### src/mds_consts.svh
`ifndef MDS_CONSTS_SVH
`define MDS_CONSTS_SVH
// register byte offsets
`define MDS_CTRL_OFS 8'h00
`define MDS_ALMDEV_OFS 8'h04
`define MDS_WRNDEV_OFS 8'h08
`define MDS_OVOLT_OFS 8'h0C
`define MDS_OVLD_OFS 8'h10
`define MDS_INPOS_OFS 8'h14
`define MDS_VABAND_OFS 8'h18
`define MDS_STAT_OFS 8'h1C
// control field positions
`define MDS_C_INIT 0
`define MDS_C_OVLEN 1
`define MDS_C_POSMODE 2
`define MDS_C_ORGSEL 3
`define MDS_C_IDXLO 4
`define MDS_C_IDXHI 5
`define MDS_C_ACLR 8
// reset values (deviation in 0.01 rev, volts, percent, steps, r/min)
`define MDS_CTRL_RST 6'h04
`define MDS_ALMDEV_RST 15'h07D0
`define MDS_WRNDEV_RST 15'h07D0
`define MDS_OVOLT_RST 9'h1B3
`define MDS_OVLD_RST 7'h64
`define MDS_INPOS_RST 7'h01
`define MDS_VABAND_RST 9'h0C8
// alarm code shown for excessive deviation
`define MDS_ACODE_DEV 8'h10
// quadrature edges per motor revolution: 500 pulses x 4
`define MDS_EDGES_REV 11'h7D0
// index stretch, least time
`define MDS_CLK_NS 5
`define MDS_IDX_NS 1000000
`define MDS_IDX_CYC ((`MDS_IDX_NS + `MDS_CLK_NS - 1) / `MDS_CLK_NS)
`endif

### src/mds_pkg.sv
package mds_pkg;
	typedef logic signed [23:0] mds_pos_t;
	typedef logic signed [12:0] mds_spd_t;
	typedef enum logic [1:0] {
		MDS_WAIT,
		MDS_RUN,
		MDS_FAULT
	} mds_fault_st_t;
endpackage

### src/mds_status_out.sv
`timescale 1ns/10ps
`default_nettype none
`include "mds_consts.svh"
// How it works
// RULE1: any alarm turns fault output off, cuts motor current, shows alarm code.
// RULE2: deviation above a 0.01..300.00 rev threshold, default 20.00, raises alarm.
// RULE3: alarm initial drive setting, 0 disables, 1 enables, default disabled.
// RULE4: caution output is on while any warning is active.
// RULE5: overvoltage, deviation and enabled overload thresholds raise warnings.
// RULE6: motion-active output stays on while operation is commanded, cable or not.
// RULE7: ready only when power on, inputs idle, no alarm, motor idle, no tool.
// RULE8: host applies start inputs only after it sees ready on.
// RULE9: in-position when motion idle and position within completion range.
// RULE10: completion range 1 to 100 steps, default 1, step is 0.72 degrees.
// RULE11: origin select 0: on when idle at home, off while coordinate unset.
// RULE12: origin select 1: on while coordinate is set, regardless of position.
// RULE13: torque-clamp on when torque reaches the active limit.
// RULE14: speed-attained on while speed within band around command speed.
// RULE15: band 0 to 400 r/min, default 200, zero keeps output off.
// RULE16: 500 pulses per revolution on each quadrature channel.
// RULE17: second channel 90 degrees from first, level at first's rise gives direction.
// RULE18: one index pulse per revolution, stretched to at least 1 ms.
// RULE19: index visible only on an assigned general output terminal; the code also drives index_pulse_out and a status bit.
// RULE20: flags registered, inactive at reset, fault held off until evaluation valid.
module mds_status_out #(
	parameter int IDX_CYC = `MDS_IDX_CYC
) (
	input wire logic sys_clk,
	input wire logic srst,
	input wire logic ce,
	input wire logic psel,
	input wire logic penable,
	input wire logic pwrite,
	input wire logic [31:0] paddr,
	input wire logic [31:0] pwdata,
	output logic [31:0] prdata,
	output logic pready,
	output logic pslverr,
	input wire logic power_ok_pin,
	input wire logic start_any_pin,
	input wire logic free_pin,
	input wire logic stop_pin,
	input wire logic servo_on_pin,
	input wire logic servo_on_assigned,
	input wire logic tool_busy_pin,
	input wire logic eval_valid,
	input wire logic core_alarm,
	input wire logic [7:0] core_alarm_code,
	input wire logic core_warning,
	input wire logic motion_cmd,
	input wire logic [14:0] pos_deviation,
	input wire logic [8:0] bus_volt,
	input wire logic [6:0] load_pct,
	input wire logic [7:0] torque,
	input wire logic [7:0] torque_limit,
	input wire mds_pkg::mds_spd_t speed,
	input wire mds_pkg::mds_spd_t cmd_speed,
	input wire mds_pkg::mds_pos_t cmd_pos,
	input wire mds_pkg::mds_pos_t act_pos,
	input wire logic coord_set,
	input wire logic quad_step,
	input wire logic quad_dir,
	output logic fault_status_out,
	output logic motor_current_en,
	output logic [7:0] alarm_code_out,
	output logic caution_out,
	output logic move_out,
	output logic ready_out,
	output logic in_pos_out,
	output logic origin_out,
	output logic torque_clamp_out,
	output logic speed_attained_out,
	output logic quad_channel_first,
	output logic quad_channel_second,
	output logic index_pulse_out,
	output logic [2:0] general_output_terminals
);
	import mds_pkg::*;

	// ----------------------------------------
	// pin synchronisers
	// ----------------------------------------
	logic [5:0] pin_meta_reg;
	logic [5:0] pin_sync_reg;
	always_ff @(posedge sys_clk) begin
		if (srst) begin
			pin_meta_reg <= 6'h00;
			pin_sync_reg <= 6'h00;
		end else if (ce) begin
			pin_meta_reg <= {power_ok_pin, start_any_pin, free_pin, stop_pin, servo_on_pin, tool_busy_pin};
			pin_sync_reg <= pin_meta_reg;
		end
	end
	wire logic pw_ok = pin_sync_reg[5];
	wire logic st_any = pin_sync_reg[4];
	wire logic fr_in = pin_sync_reg[3];
	wire logic sp_in = pin_sync_reg[2];
	wire logic son_in = pin_sync_reg[1];
	wire logic tool_in = pin_sync_reg[0];

	// ----------------------------------------
	// apb registers
	// ----------------------------------------
	logic [5:0] ctrl_reg;
	logic [14:0] almdev_reg;
	logic [14:0] wrndev_reg;
	logic [8:0] ovolt_reg;
	logic [6:0] ovld_reg;
	logic [6:0] inpos_reg;
	logic [8:0] vaband_reg;
	logic alarm_clr;
	logic addr_ok;
	logic [31:0] rd_next;
	logic [31:0] stat_word;
	wire logic wr_en = psel & penable & pwrite & ce & addr_ok;
	always_comb begin
		addr_ok = (paddr[31:8] == 24'h000000) && (paddr[1:0] == 2'h0) && (paddr[7:0] <= `MDS_STAT_OFS);
		rd_next = 32'h00000000;
		case (paddr[7:0])
			`MDS_CTRL_OFS: rd_next = {26'h0000000, ctrl_reg};
			`MDS_ALMDEV_OFS: rd_next = {17'h00000, almdev_reg};
			`MDS_WRNDEV_OFS: rd_next = {17'h00000, wrndev_reg};
			`MDS_OVOLT_OFS: rd_next = {23'h000000, ovolt_reg};
			`MDS_OVLD_OFS: rd_next = {25'h0000000, ovld_reg};
			`MDS_INPOS_OFS: rd_next = {25'h0000000, inpos_reg};
			`MDS_VABAND_OFS: rd_next = {23'h000000, vaband_reg};
			`MDS_STAT_OFS: rd_next = stat_word;
			default: rd_next = 32'h00000000;
		endcase
	end
	// always zero wait states: the access phase completes on its first edge
	assign pready = psel & penable;
	assign pslverr = psel & penable & ~addr_ok;
	always_ff @(posedge sys_clk) begin
		if (srst) begin
			prdata <= 32'h00000000;
		end else if (ce && psel && !penable) begin
			prdata <= rd_next;
		end
	end
	always_ff @(posedge sys_clk) begin
		if (srst) begin
			ctrl_reg <= `MDS_CTRL_RST; // RULE3
			almdev_reg <= `MDS_ALMDEV_RST; // RULE2
			wrndev_reg <= `MDS_WRNDEV_RST;
			ovolt_reg <= `MDS_OVOLT_RST;
			ovld_reg <= `MDS_OVLD_RST; // RULE5
			inpos_reg <= `MDS_INPOS_RST; // RULE10
			vaband_reg <= `MDS_VABAND_RST; // RULE15
		end else if (wr_en) begin
			case (paddr[7:0])
				`MDS_CTRL_OFS: ctrl_reg <= pwdata[5:0];
				`MDS_ALMDEV_OFS: almdev_reg <= pwdata[14:0];
				`MDS_WRNDEV_OFS: wrndev_reg <= pwdata[14:0];
				`MDS_OVOLT_OFS: ovolt_reg <= pwdata[8:0];
				`MDS_OVLD_OFS: ovld_reg <= pwdata[6:0];
				`MDS_INPOS_OFS: inpos_reg <= pwdata[6:0];
				`MDS_VABAND_OFS: vaband_reg <= pwdata[8:0];
				default: ctrl_reg <= ctrl_reg;
			endcase
		end
	end
	assign alarm_clr = wr_en && (paddr[7:0] == `MDS_CTRL_OFS) && pwdata[`MDS_C_ACLR];
	wire logic init_drv = ctrl_reg[`MDS_C_INIT];
	wire logic pos_mode = ctrl_reg[`MDS_C_POSMODE];

	// ----------------------------------------
	// alarm and fault
	// ----------------------------------------
	mds_fault_st_t fst_reg;
	logic drive_hold_reg;
	wire logic dev_alarm = pos_deviation > almdev_reg; // RULE2
	wire logic alarm_now = core_alarm | dev_alarm;
	always_ff @(posedge sys_clk) begin
		if (srst) begin
			fst_reg <= MDS_WAIT;
			alarm_code_out <= 8'h00;
		end else if (ce) begin
			case (fst_reg)
				MDS_WAIT: if (eval_valid) begin // RULE20
					fst_reg <= MDS_RUN;
				end
				MDS_RUN: if (alarm_now) begin // RULE1
					fst_reg <= MDS_FAULT;
					alarm_code_out <= core_alarm ? core_alarm_code : `MDS_ACODE_DEV;
				end
				MDS_FAULT: if (alarm_clr && !alarm_now) begin
					fst_reg <= MDS_RUN;
					alarm_code_out <= 8'h00;
				end
				default: fst_reg <= MDS_WAIT;
			endcase
		end
	end
	// without initial drive, current stays cut after a clear until motion is dropped
	always_ff @(posedge sys_clk) begin
		if (srst) begin
			drive_hold_reg <= 1'b1;
		end else if (ce) begin
			if (fst_reg != MDS_RUN) begin
				drive_hold_reg <= 1'b1;
			end else if (init_drv || !motion_cmd) begin // RULE3
				drive_hold_reg <= 1'b0;
			end
		end
	end
	always_ff @(posedge sys_clk) begin
		if (srst) begin
			fault_status_out <= 1'b0;
			motor_current_en <= 1'b0;
		end else if (ce) begin
			fault_status_out <= (fst_reg == MDS_RUN) && !alarm_now; // RULE1 RULE20
			motor_current_en <= (fst_reg == MDS_RUN) && !alarm_now && !drive_hold_reg; // RULE1
		end
	end
	wire logic alarm_on = fst_reg != MDS_RUN;

	// ----------------------------------------
	// status flags
	// ----------------------------------------
	logic signed [24:0] pos_err;
	logic [24:0] pos_abs;
	logic signed [13:0] spd_err;
	logic [13:0] spd_abs;
	logic warn_any;
	logic ready_next;
	always_comb begin
		pos_err = 25'(act_pos) - 25'(cmd_pos);
		pos_abs = pos_err[24] ? 25'(-pos_err) : 25'(pos_err);
		spd_err = 14'(speed) - 14'(cmd_speed);
		spd_abs = spd_err[13] ? 14'(-spd_err) : 14'(spd_err);
		warn_any = core_warning || (bus_volt > ovolt_reg) || (pos_deviation > wrndev_reg)
			|| (ctrl_reg[`MDS_C_OVLEN] && (load_pct >= ovld_reg)); // RULE5
		ready_next = pos_mode && pw_ok && !st_any && !fr_in && !sp_in
			&& (son_in || !servo_on_assigned) && !alarm_on && !motion_cmd && !tool_in; // RULE7
	end
	always_ff @(posedge sys_clk) begin
		if (srst) begin
			caution_out <= 1'b0;
			move_out <= 1'b0;
			ready_out <= 1'b0;
			in_pos_out <= 1'b0;
			origin_out <= 1'b0;
			torque_clamp_out <= 1'b0;
			speed_attained_out <= 1'b0;
		end else if (ce) begin
			caution_out <= warn_any; // RULE4
			move_out <= motion_cmd; // RULE6
			ready_out <= ready_next; // RULE7 RULE8
			in_pos_out <= pos_mode && !move_out && (pos_abs <= 25'(inpos_reg)); // RULE9 RULE10
			if (ctrl_reg[`MDS_C_ORGSEL]) begin
				origin_out <= pos_mode && coord_set; // RULE12
			end else begin
				origin_out <= pos_mode && coord_set && !move_out && (cmd_pos == 24'sh000000); // RULE11
			end
			torque_clamp_out <= torque >= torque_limit; // RULE13
			speed_attained_out <= (vaband_reg != 9'h000) && (spd_abs <= 14'(vaband_reg)); // RULE14 RULE15
		end
	end

	// ----------------------------------------
	// encoder outputs
	// ----------------------------------------
	logic [1:0] quad_reg;
	logic [10:0] edge_reg;
	logic [17:0] idx_cnt_reg;
	wire logic at_zero = quad_step && (quad_dir ? (edge_reg == `MDS_EDGES_REV - 11'h001) : (edge_reg == 11'h001));
	always_ff @(posedge sys_clk) begin
		if (srst) begin
			quad_reg <= 2'h0;
			edge_reg <= 11'h000;
		end else if (ce && quad_step) begin
			// gray sequence 00,01,11,10 gives a 90 degree offset
			quad_reg <= quad_dir ? {quad_reg[0], ~quad_reg[1]} : {~quad_reg[0], quad_reg[1]}; // RULE17
			if (quad_dir) begin
				edge_reg <= (edge_reg == `MDS_EDGES_REV - 11'h001) ? 11'h000 : edge_reg + 11'h001; // RULE16
			end else begin
				edge_reg <= (edge_reg == 11'h000) ? `MDS_EDGES_REV - 11'h001 : edge_reg - 11'h001;
			end
		end
	end
	assign quad_channel_first = quad_reg[0];
	assign quad_channel_second = quad_reg[1];
	// stretch so slow receivers still catch the index
	always_ff @(posedge sys_clk) begin
		if (srst) begin
			idx_cnt_reg <= 18'h00000;
			index_pulse_out <= 1'b0;
		end else if (ce) begin
			if (at_zero) begin
				idx_cnt_reg <= 18'(IDX_CYC - 1); // RULE18
				index_pulse_out <= 1'b1;
			end else if (idx_cnt_reg != 18'h00000) begin
				idx_cnt_reg <= idx_cnt_reg - 18'h00001;
			end else begin
				index_pulse_out <= 1'b0;
			end
		end
	end
	genvar gi;
	generate
		for (gi = 0; gi < 3; gi++) begin : g_term
			always_ff @(posedge sys_clk) begin
				if (srst) begin
					general_output_terminals[gi] <= 1'b0;
				end else if (ce) begin
					general_output_terminals[gi] <= (ctrl_reg[`MDS_C_IDXHI:`MDS_C_IDXLO] == 2'(gi + 1))
						&& index_pulse_out; // RULE19
				end
			end
		end
	endgenerate
	always_comb begin
		stat_word = {21'h000000, fst_reg == MDS_WAIT, alarm_on, general_output_terminals != 3'h0,
			index_pulse_out, speed_attained_out, torque_clamp_out, origin_out, in_pos_out,
			ready_out, move_out, caution_out};
	end
endmodule
`default_nettype wire

### config.mk
export PLATFORM = sky130hd
export DESIGN_NAME = mds_status_out
export DESIGN_NICKNAME = d
export VERILOG_FILES = /design/src/mds_pkg.sv /design/src/mds_status_out.sv
export VERILOG_INCLUDE_DIRS = /design/src
export SDC_FILE = /design/constraint.sdc
export NUM_CORES = 1
export LEC_CHECK = 0
export ABC_CLOCK_PERIOD_IN_PS = 5000
export BUFFER_PORTS_ARGS = -buffer_cell sky130_fd_sc_hd__buf_2
export CORE_ASPECT_RATIO = 1.5
export CORE_UTILIZATION = 50
export CTS_CLUSTER_DIAMETER = 100
export DETAILED_ROUTE_END_ITERATION = 8
export PLACE_DENSITY = 0.78
export SLEW_MARGIN = 20
export SYNTH_ARGS = -nofsm -noshare
export SYNTH_HDL_FRONTEND = slang
export SYNTH_SLANG_ARGS = --single-unit
### constraint.sdc
create_clock -name sys_clk -period 5 [get_ports sys_clk]
set_input_delay 0.75 -clock sys_clk [delete_from_list [all_inputs] [get_ports sys_clk]]
set_output_delay 0.75 -clock sys_clk [all_outputs]
set_load 0.005 [all_outputs]
# Word-level counts from Yosys, hierarchy flattened
# Cells that the tools add are included.
[totals] reg_bits=167
[op_classes] add_sub_neg=7 magnitude_cmp=8 muxes=23 reduce_logical=69 n_bitwise=9 n_eq_ne=19
[ops] op="$pmux 15 s8" n=1
[ops] op="$logic_not 24->1" n=2
[ops] op="$mux 18" n=2
[ops] op="$mux 11" n=3
[ops] op="$eq 8x5->1 const B" n=4
[ops] op="$gt 15x15->1" n=2
[ops] op="$logic_and 1x1->1" n=29
[ops] op="$le 25x7->1" n=1
[ops] op="$mux 25" n=1
[ops] op="$neg 25->25" n=1
[ops] op="$sub 24x24->25" n=1
[ops] op="$mux 8" n=3
[ops] op="$reduce_and 2->1" n=10
[ops] op="$reduce_bool 18->1" n=1
[ops] op="$sub 18x1->18 const B" n=1
[ops] op="$eq 8x4->1 const B" n=2
[ops] op="$pmux 8 s2" n=1
[ops] op="$le 14x9->1" n=1
[ops] op="$mux 14" n=1
[ops] op="$neg 14->14" n=1
[ops] op="$sub 13x13->14" n=1
[ops] op="$add 11x1->11 const B" n=1
[ops] op="$eq 11x1->1 const B" n=1
[ops] op="$eq 11x11->1 const B" n=1
[ops] op="25 further kinds" n=63

# Logic depth before layout (Yosys ltp)
[logic_depth] ltp_word=9 mapped_depth=24 mapped_depth_nobuf=24

# Least setup slack after synthesis
# Ideal clock, no wire load.
[synth_timing] path_kind="input -> register" startpoint="input port act_pos[0]" endpoint="register in_pos_out" path_slack_ns=-0.207 t_required_ns=4.916 path_stages=23 arrival_ns=5.123 cell_sequence="inv_1 ha_1 fa_1 nor2b_2 o31ai_1 a211o_1 a31oi_1 a21o_1 buf_2 nor2_1 a21oi_1 ha_1 nor2b_1 o21a_1 o21a_1 o21a_1 o21a_1 o21a_1 o22ai_1 nand4_1 a2111o_1 or4b_1 o31ai_2"
[synth_between] elab_chain_cells=5
[synth_rtl] element="from (decl)" line_no="mds_status_out.sv:59" rtl="input wire mds_pkg::mds_pos_t act_pos,"
[synth_rtl] element="$sub 24x24->25 *" line_no="mds_status_out.sv:228" rtl="pos_err = 25'(act_pos) - 25'(cmd_pos);"
[synth_rtl] element="$neg 25->25" line_no="mds_status_out.sv:229" rtl="pos_abs = pos_err[24] ? 25'(-pos_err) : 25'(pos_err);"
[synth_rtl] element="$mux 25 *" line_no="mds_status_out.sv:229"
[synth_rtl] element="$le 25x7->1 *" line_no="mds_status_out.sv:250" rtl="in_pos_out <= pos_mode && !move_out && (pos_abs <= 25'(inpos_reg));"
[synth_rtl] element="$logic_and 1x1->1 *" line_no="mds_status_out.sv:250"
[synth_rtl] element="to (signal assigned)" line_no="mds_status_out.sv:250"
[synth_rtl] element="to (decl)" line_no="mds_status_out.sv:69" rtl="output logic in_pos_out,"
# Every way passes the cells marked *; elsewhere a longest branch is shown, timed or not.
# A chain may end at the register's enable or synchronous reset.

# Worst setup path after layout
[layout_timing] startpoint="input port cmd_pos[0]" endpoint="register in_pos_out"
[layout_between] elab_chain_cells=5
[layout_rtl] element="from (decl)" line_no="mds_status_out.sv:58" rtl="input wire mds_pkg::mds_pos_t cmd_pos,"
[layout_rtl] element="$sub 24x24->25 *" line_no="mds_status_out.sv:228"
[layout_rtl] element="$neg 25->25" line_no="mds_status_out.sv:229"
[layout_rtl] element="$mux 25 *" line_no="mds_status_out.sv:229"
[layout_rtl] element="$le 25x7->1 *" line_no="mds_status_out.sv:250"
[layout_rtl] element="$logic_and 1x1->1 *" line_no="mds_status_out.sv:250"
# Marks and branches as above.

==> results.sh <==
export IMPL_gp_congestion=0.944
export IMPL_multi_input_area_um2=7860
export IMPL_cp_data_arrival_time_ps=5100
export IMPL_cts_tree="yes"
export IMPL_instances_no_fill=2002
export IMPL_synth_top_area_share_pct=25.9
export IMPL_h_tree_depth=4
export IMPL_grt_pass1_wl_um=53500
export IMPL_synth_area_top_cells="dfxtp_1, ha_1, mux2i_1, nor2_1, a21oi_1"
export IMPL_setup_tns_ps=0
export IMPL_n_fill_cell=2017
export IMPL_start_util_pct=51.5
export IMPL_fp_row_count=67
export IMPL_place_area_um2=13200
export IMPL_postSynthCellCount=1476
export IMPL_fin_skew_ps=11.0
export IMPL_synth_common_cells="nor2_1, dfxtp_1, inv_1"
export IMPL_hold_class="register to register"
export IMPL_clock_latency_ps=430
export IMPL_grt_pass1_vias=11300
export IMPL_clock_sinks=150
export IMPL_fp_dieW_um=126
export IMPL_nets=2041
export IMPL_fmax_mhz=211
export IMPL_cts_buffers=17
export IMPL_clock_tree_root_cell="clkbuf_16"
export IMPL_ys_warn_count=0
export IMPL_drtIter0Drc=668
export IMPL_die_h_um=189
export IMPL_drv_cap=0
export IMPL_peakVddDrop_mv=0.166
export IMPL_diodes=0
export IMPL_final_hold_violation_count=0
export IMPL_grt_max_degree=83
export IMPL_drt_pass1_iterations=7
export IMPL_setup_ws_ps=255
export IMPL_synth_edf_count=0
export IMPL_slew_viol_final=0
export IMPL_clk_path_buf_depth=2
export IMPL_regArea_um2=3000
export IMPL_largest_register_ffs=18
export IMPL_async_flop_share_pct=0
export IMPL_hold_ws_ps=460
export IMPL_post_cts_setup_buffers=0
export IMPL_wl_um=33500
export IMPL_crit_path_max_fanout=4
export IMPL_yosys_area_top_type="dfxtp_1"
export IMPL_maxSlewHeadroom_pct=40.7
export IMPL_area_delta_synth_final_pct=19.2
export IMPL_place_ws_ps=-287
export IMPL_setup_violations_final=0
export IMPL_drtAntennaViolNets=0
export IMPL_cp_required_ps=5350
export IMPL_synthFlopType="dfxtp_1"
export IMPL_cp_end_kind="register"
export IMPL_startpoint_type="input port"
export IMPL_outcome="completed"
export IMPL_portBuffers=235
export IMPL_syn_cell_area_um2=11600
export IMPL_dp_cells=1970
export IMPL_vias=11700
export IMPL_seq_area_frac_synth_pct=25.9
export IMPL_drc=0
export IMPL_p_per_area_nw_per_um2=284
export IMPL_critical_path_class="input port to register"
export IMPL_overflow=0
export IMPL_p_leak_nw=6.31
export IMPL_dieArea_um2=23800
export IMPL_wire_per_inst_um=16.7
export IMPL_final_util_pct=61.4
export IMPL_synth_most_common_cell="nor2_1"
export IMPL_synth_cell_types=90
export IMPL_yosys_register_bits=150
export IMPL_core_area_um2=22600
export IMPL_fin_crit_sh_pct=94.9
export IMPL_ios=270
export IMPL_period_needed_ps=4740
export IMPL_grtUsageTotal_pct=28.0
export IMPL_total_power_mw=3.93
export IMPL_fin_area_um2=13800
export IMPL_drt_vias_per_instance=5.83
export IMPL_final_layout_size_suffix_gt1_share_pct=20.3
export IMPL_tightestPinTransition_ps=886
export IMPL_dp_hpwl_um=26500
export IMPL_clk_pin_slew_ps=70
export IMPL_avgSynthCellArea_um2=7.86
export IMPL_antenna_found_initial=1
-- final timing paths --
kind / start / endpoint / slack [ps] / cells past startpoint
worst max-delay path: cmd_pos[0] / in_pos_out$_SDFFE_PP0P_ / 260 / 22
worst min-delay path: alarm_code_out[7]$_SDFFE_PP0P_ / alarm_code_out[7]$_SDFFE_PP0P_ / 460 / 2
worst max register to register: edge_reg[0]$_SDFFE_PP0P_ / idx_cnt_reg[15]$_SDFFE_PP0P_ / 1310 / 12
worst min register to register: alarm_code_out[7]$_SDFFE_PP0P_ / alarm_code_out[7]$_SDFFE_PP0P_ / 460 / 2
-- per-layer routing --
layer / global-route usage [%] / vias to the layer above / part of all wire, %
met1: 29.2 / 5440 / 38
li1: - / 5725 / -
met5: 0 / - / 0.030
met4: 14.9 / 2 / 4.6
met2: 53.1 / 396 / 52
met3: 4.12 / 103 / 5.6
-- repair_timing --
item	in CTS	in global routing
gates resized for setup	0	4
hold buffers	0	0
setup endpoints to repair	0	2
-- report_power, final --
part / internal, mW / switching [mW]
Sequential: 1.27 / 0.0800
Clock: 0.818 / 0.532
Combinational: 0.556 / 0.669
-- worst max-delay path, cell delays in order --
cell and delay, ps:
buf_2 120, ha_4 160, fa_2 410, nor2b_4 150
o31ai_4 70, a211o_1 320, a31oi_2 200, a21o_1 210
buf_4 140, nor2_1 40, xnor2_1 200, ha_1 290
o21a_1 120, o21a_1 160, o21a_1 160, o21a_1 160
o21a_1 160, o22ai_1 120, nand4_1 110, a2111o_1 370
or4b_1 500, o31ai_2 180
-- cell type report --
| class | count | share of cell area [%] |
|---|---|---|
| tap | 276 | 2.50 |
| multi-input combinational | 1133 | 56.8 |
| inverter | 130 | 3.53 |
| clock inverter | 13 | 1.21 |
| timing repair buffer | 281 | 11.0 |
| sequential | 150 | 21.7 |
| clock buffer | 19 | 3.27 |
-- cell usage in the layout, fill, tap and decap left out, types with 34 or more instances in the layout --
master | Yosys | routed
buf_2 | 5 | 234
nor2_1 | 162 | 162
nor3_1 | 36 | 34
ha_1 | 113 | 112
xnor2_1 | 37 | 37
mux2i_1 | 87 | 87
a21oi_1 | 101 | 100
dfxtp_1 | 150 | 150
o21ai_0 | 41 | 39
buf_4 | 17 | 47
inv_1 | 130 | 130
nand2_1 | 107 | 107
-- logic make-up (layout without fill, tap and decap cells) --
family,Yosys count,after routing,share of synthesized area (%)
AO/OA/AOI/OAI,345,345,19.8
AND/OR/NAND/NOR,509,509,22.0
adder cells (fa/ha/maj),115,115,12.5
flip-flops,150,150,25.9
other,1,17,0.0323
multiplexers,92,92,7.99
buffers and inverters,209,443,7.43
XOR/XNOR,55,55,4.28
Power figures use the tool's default switching activity.
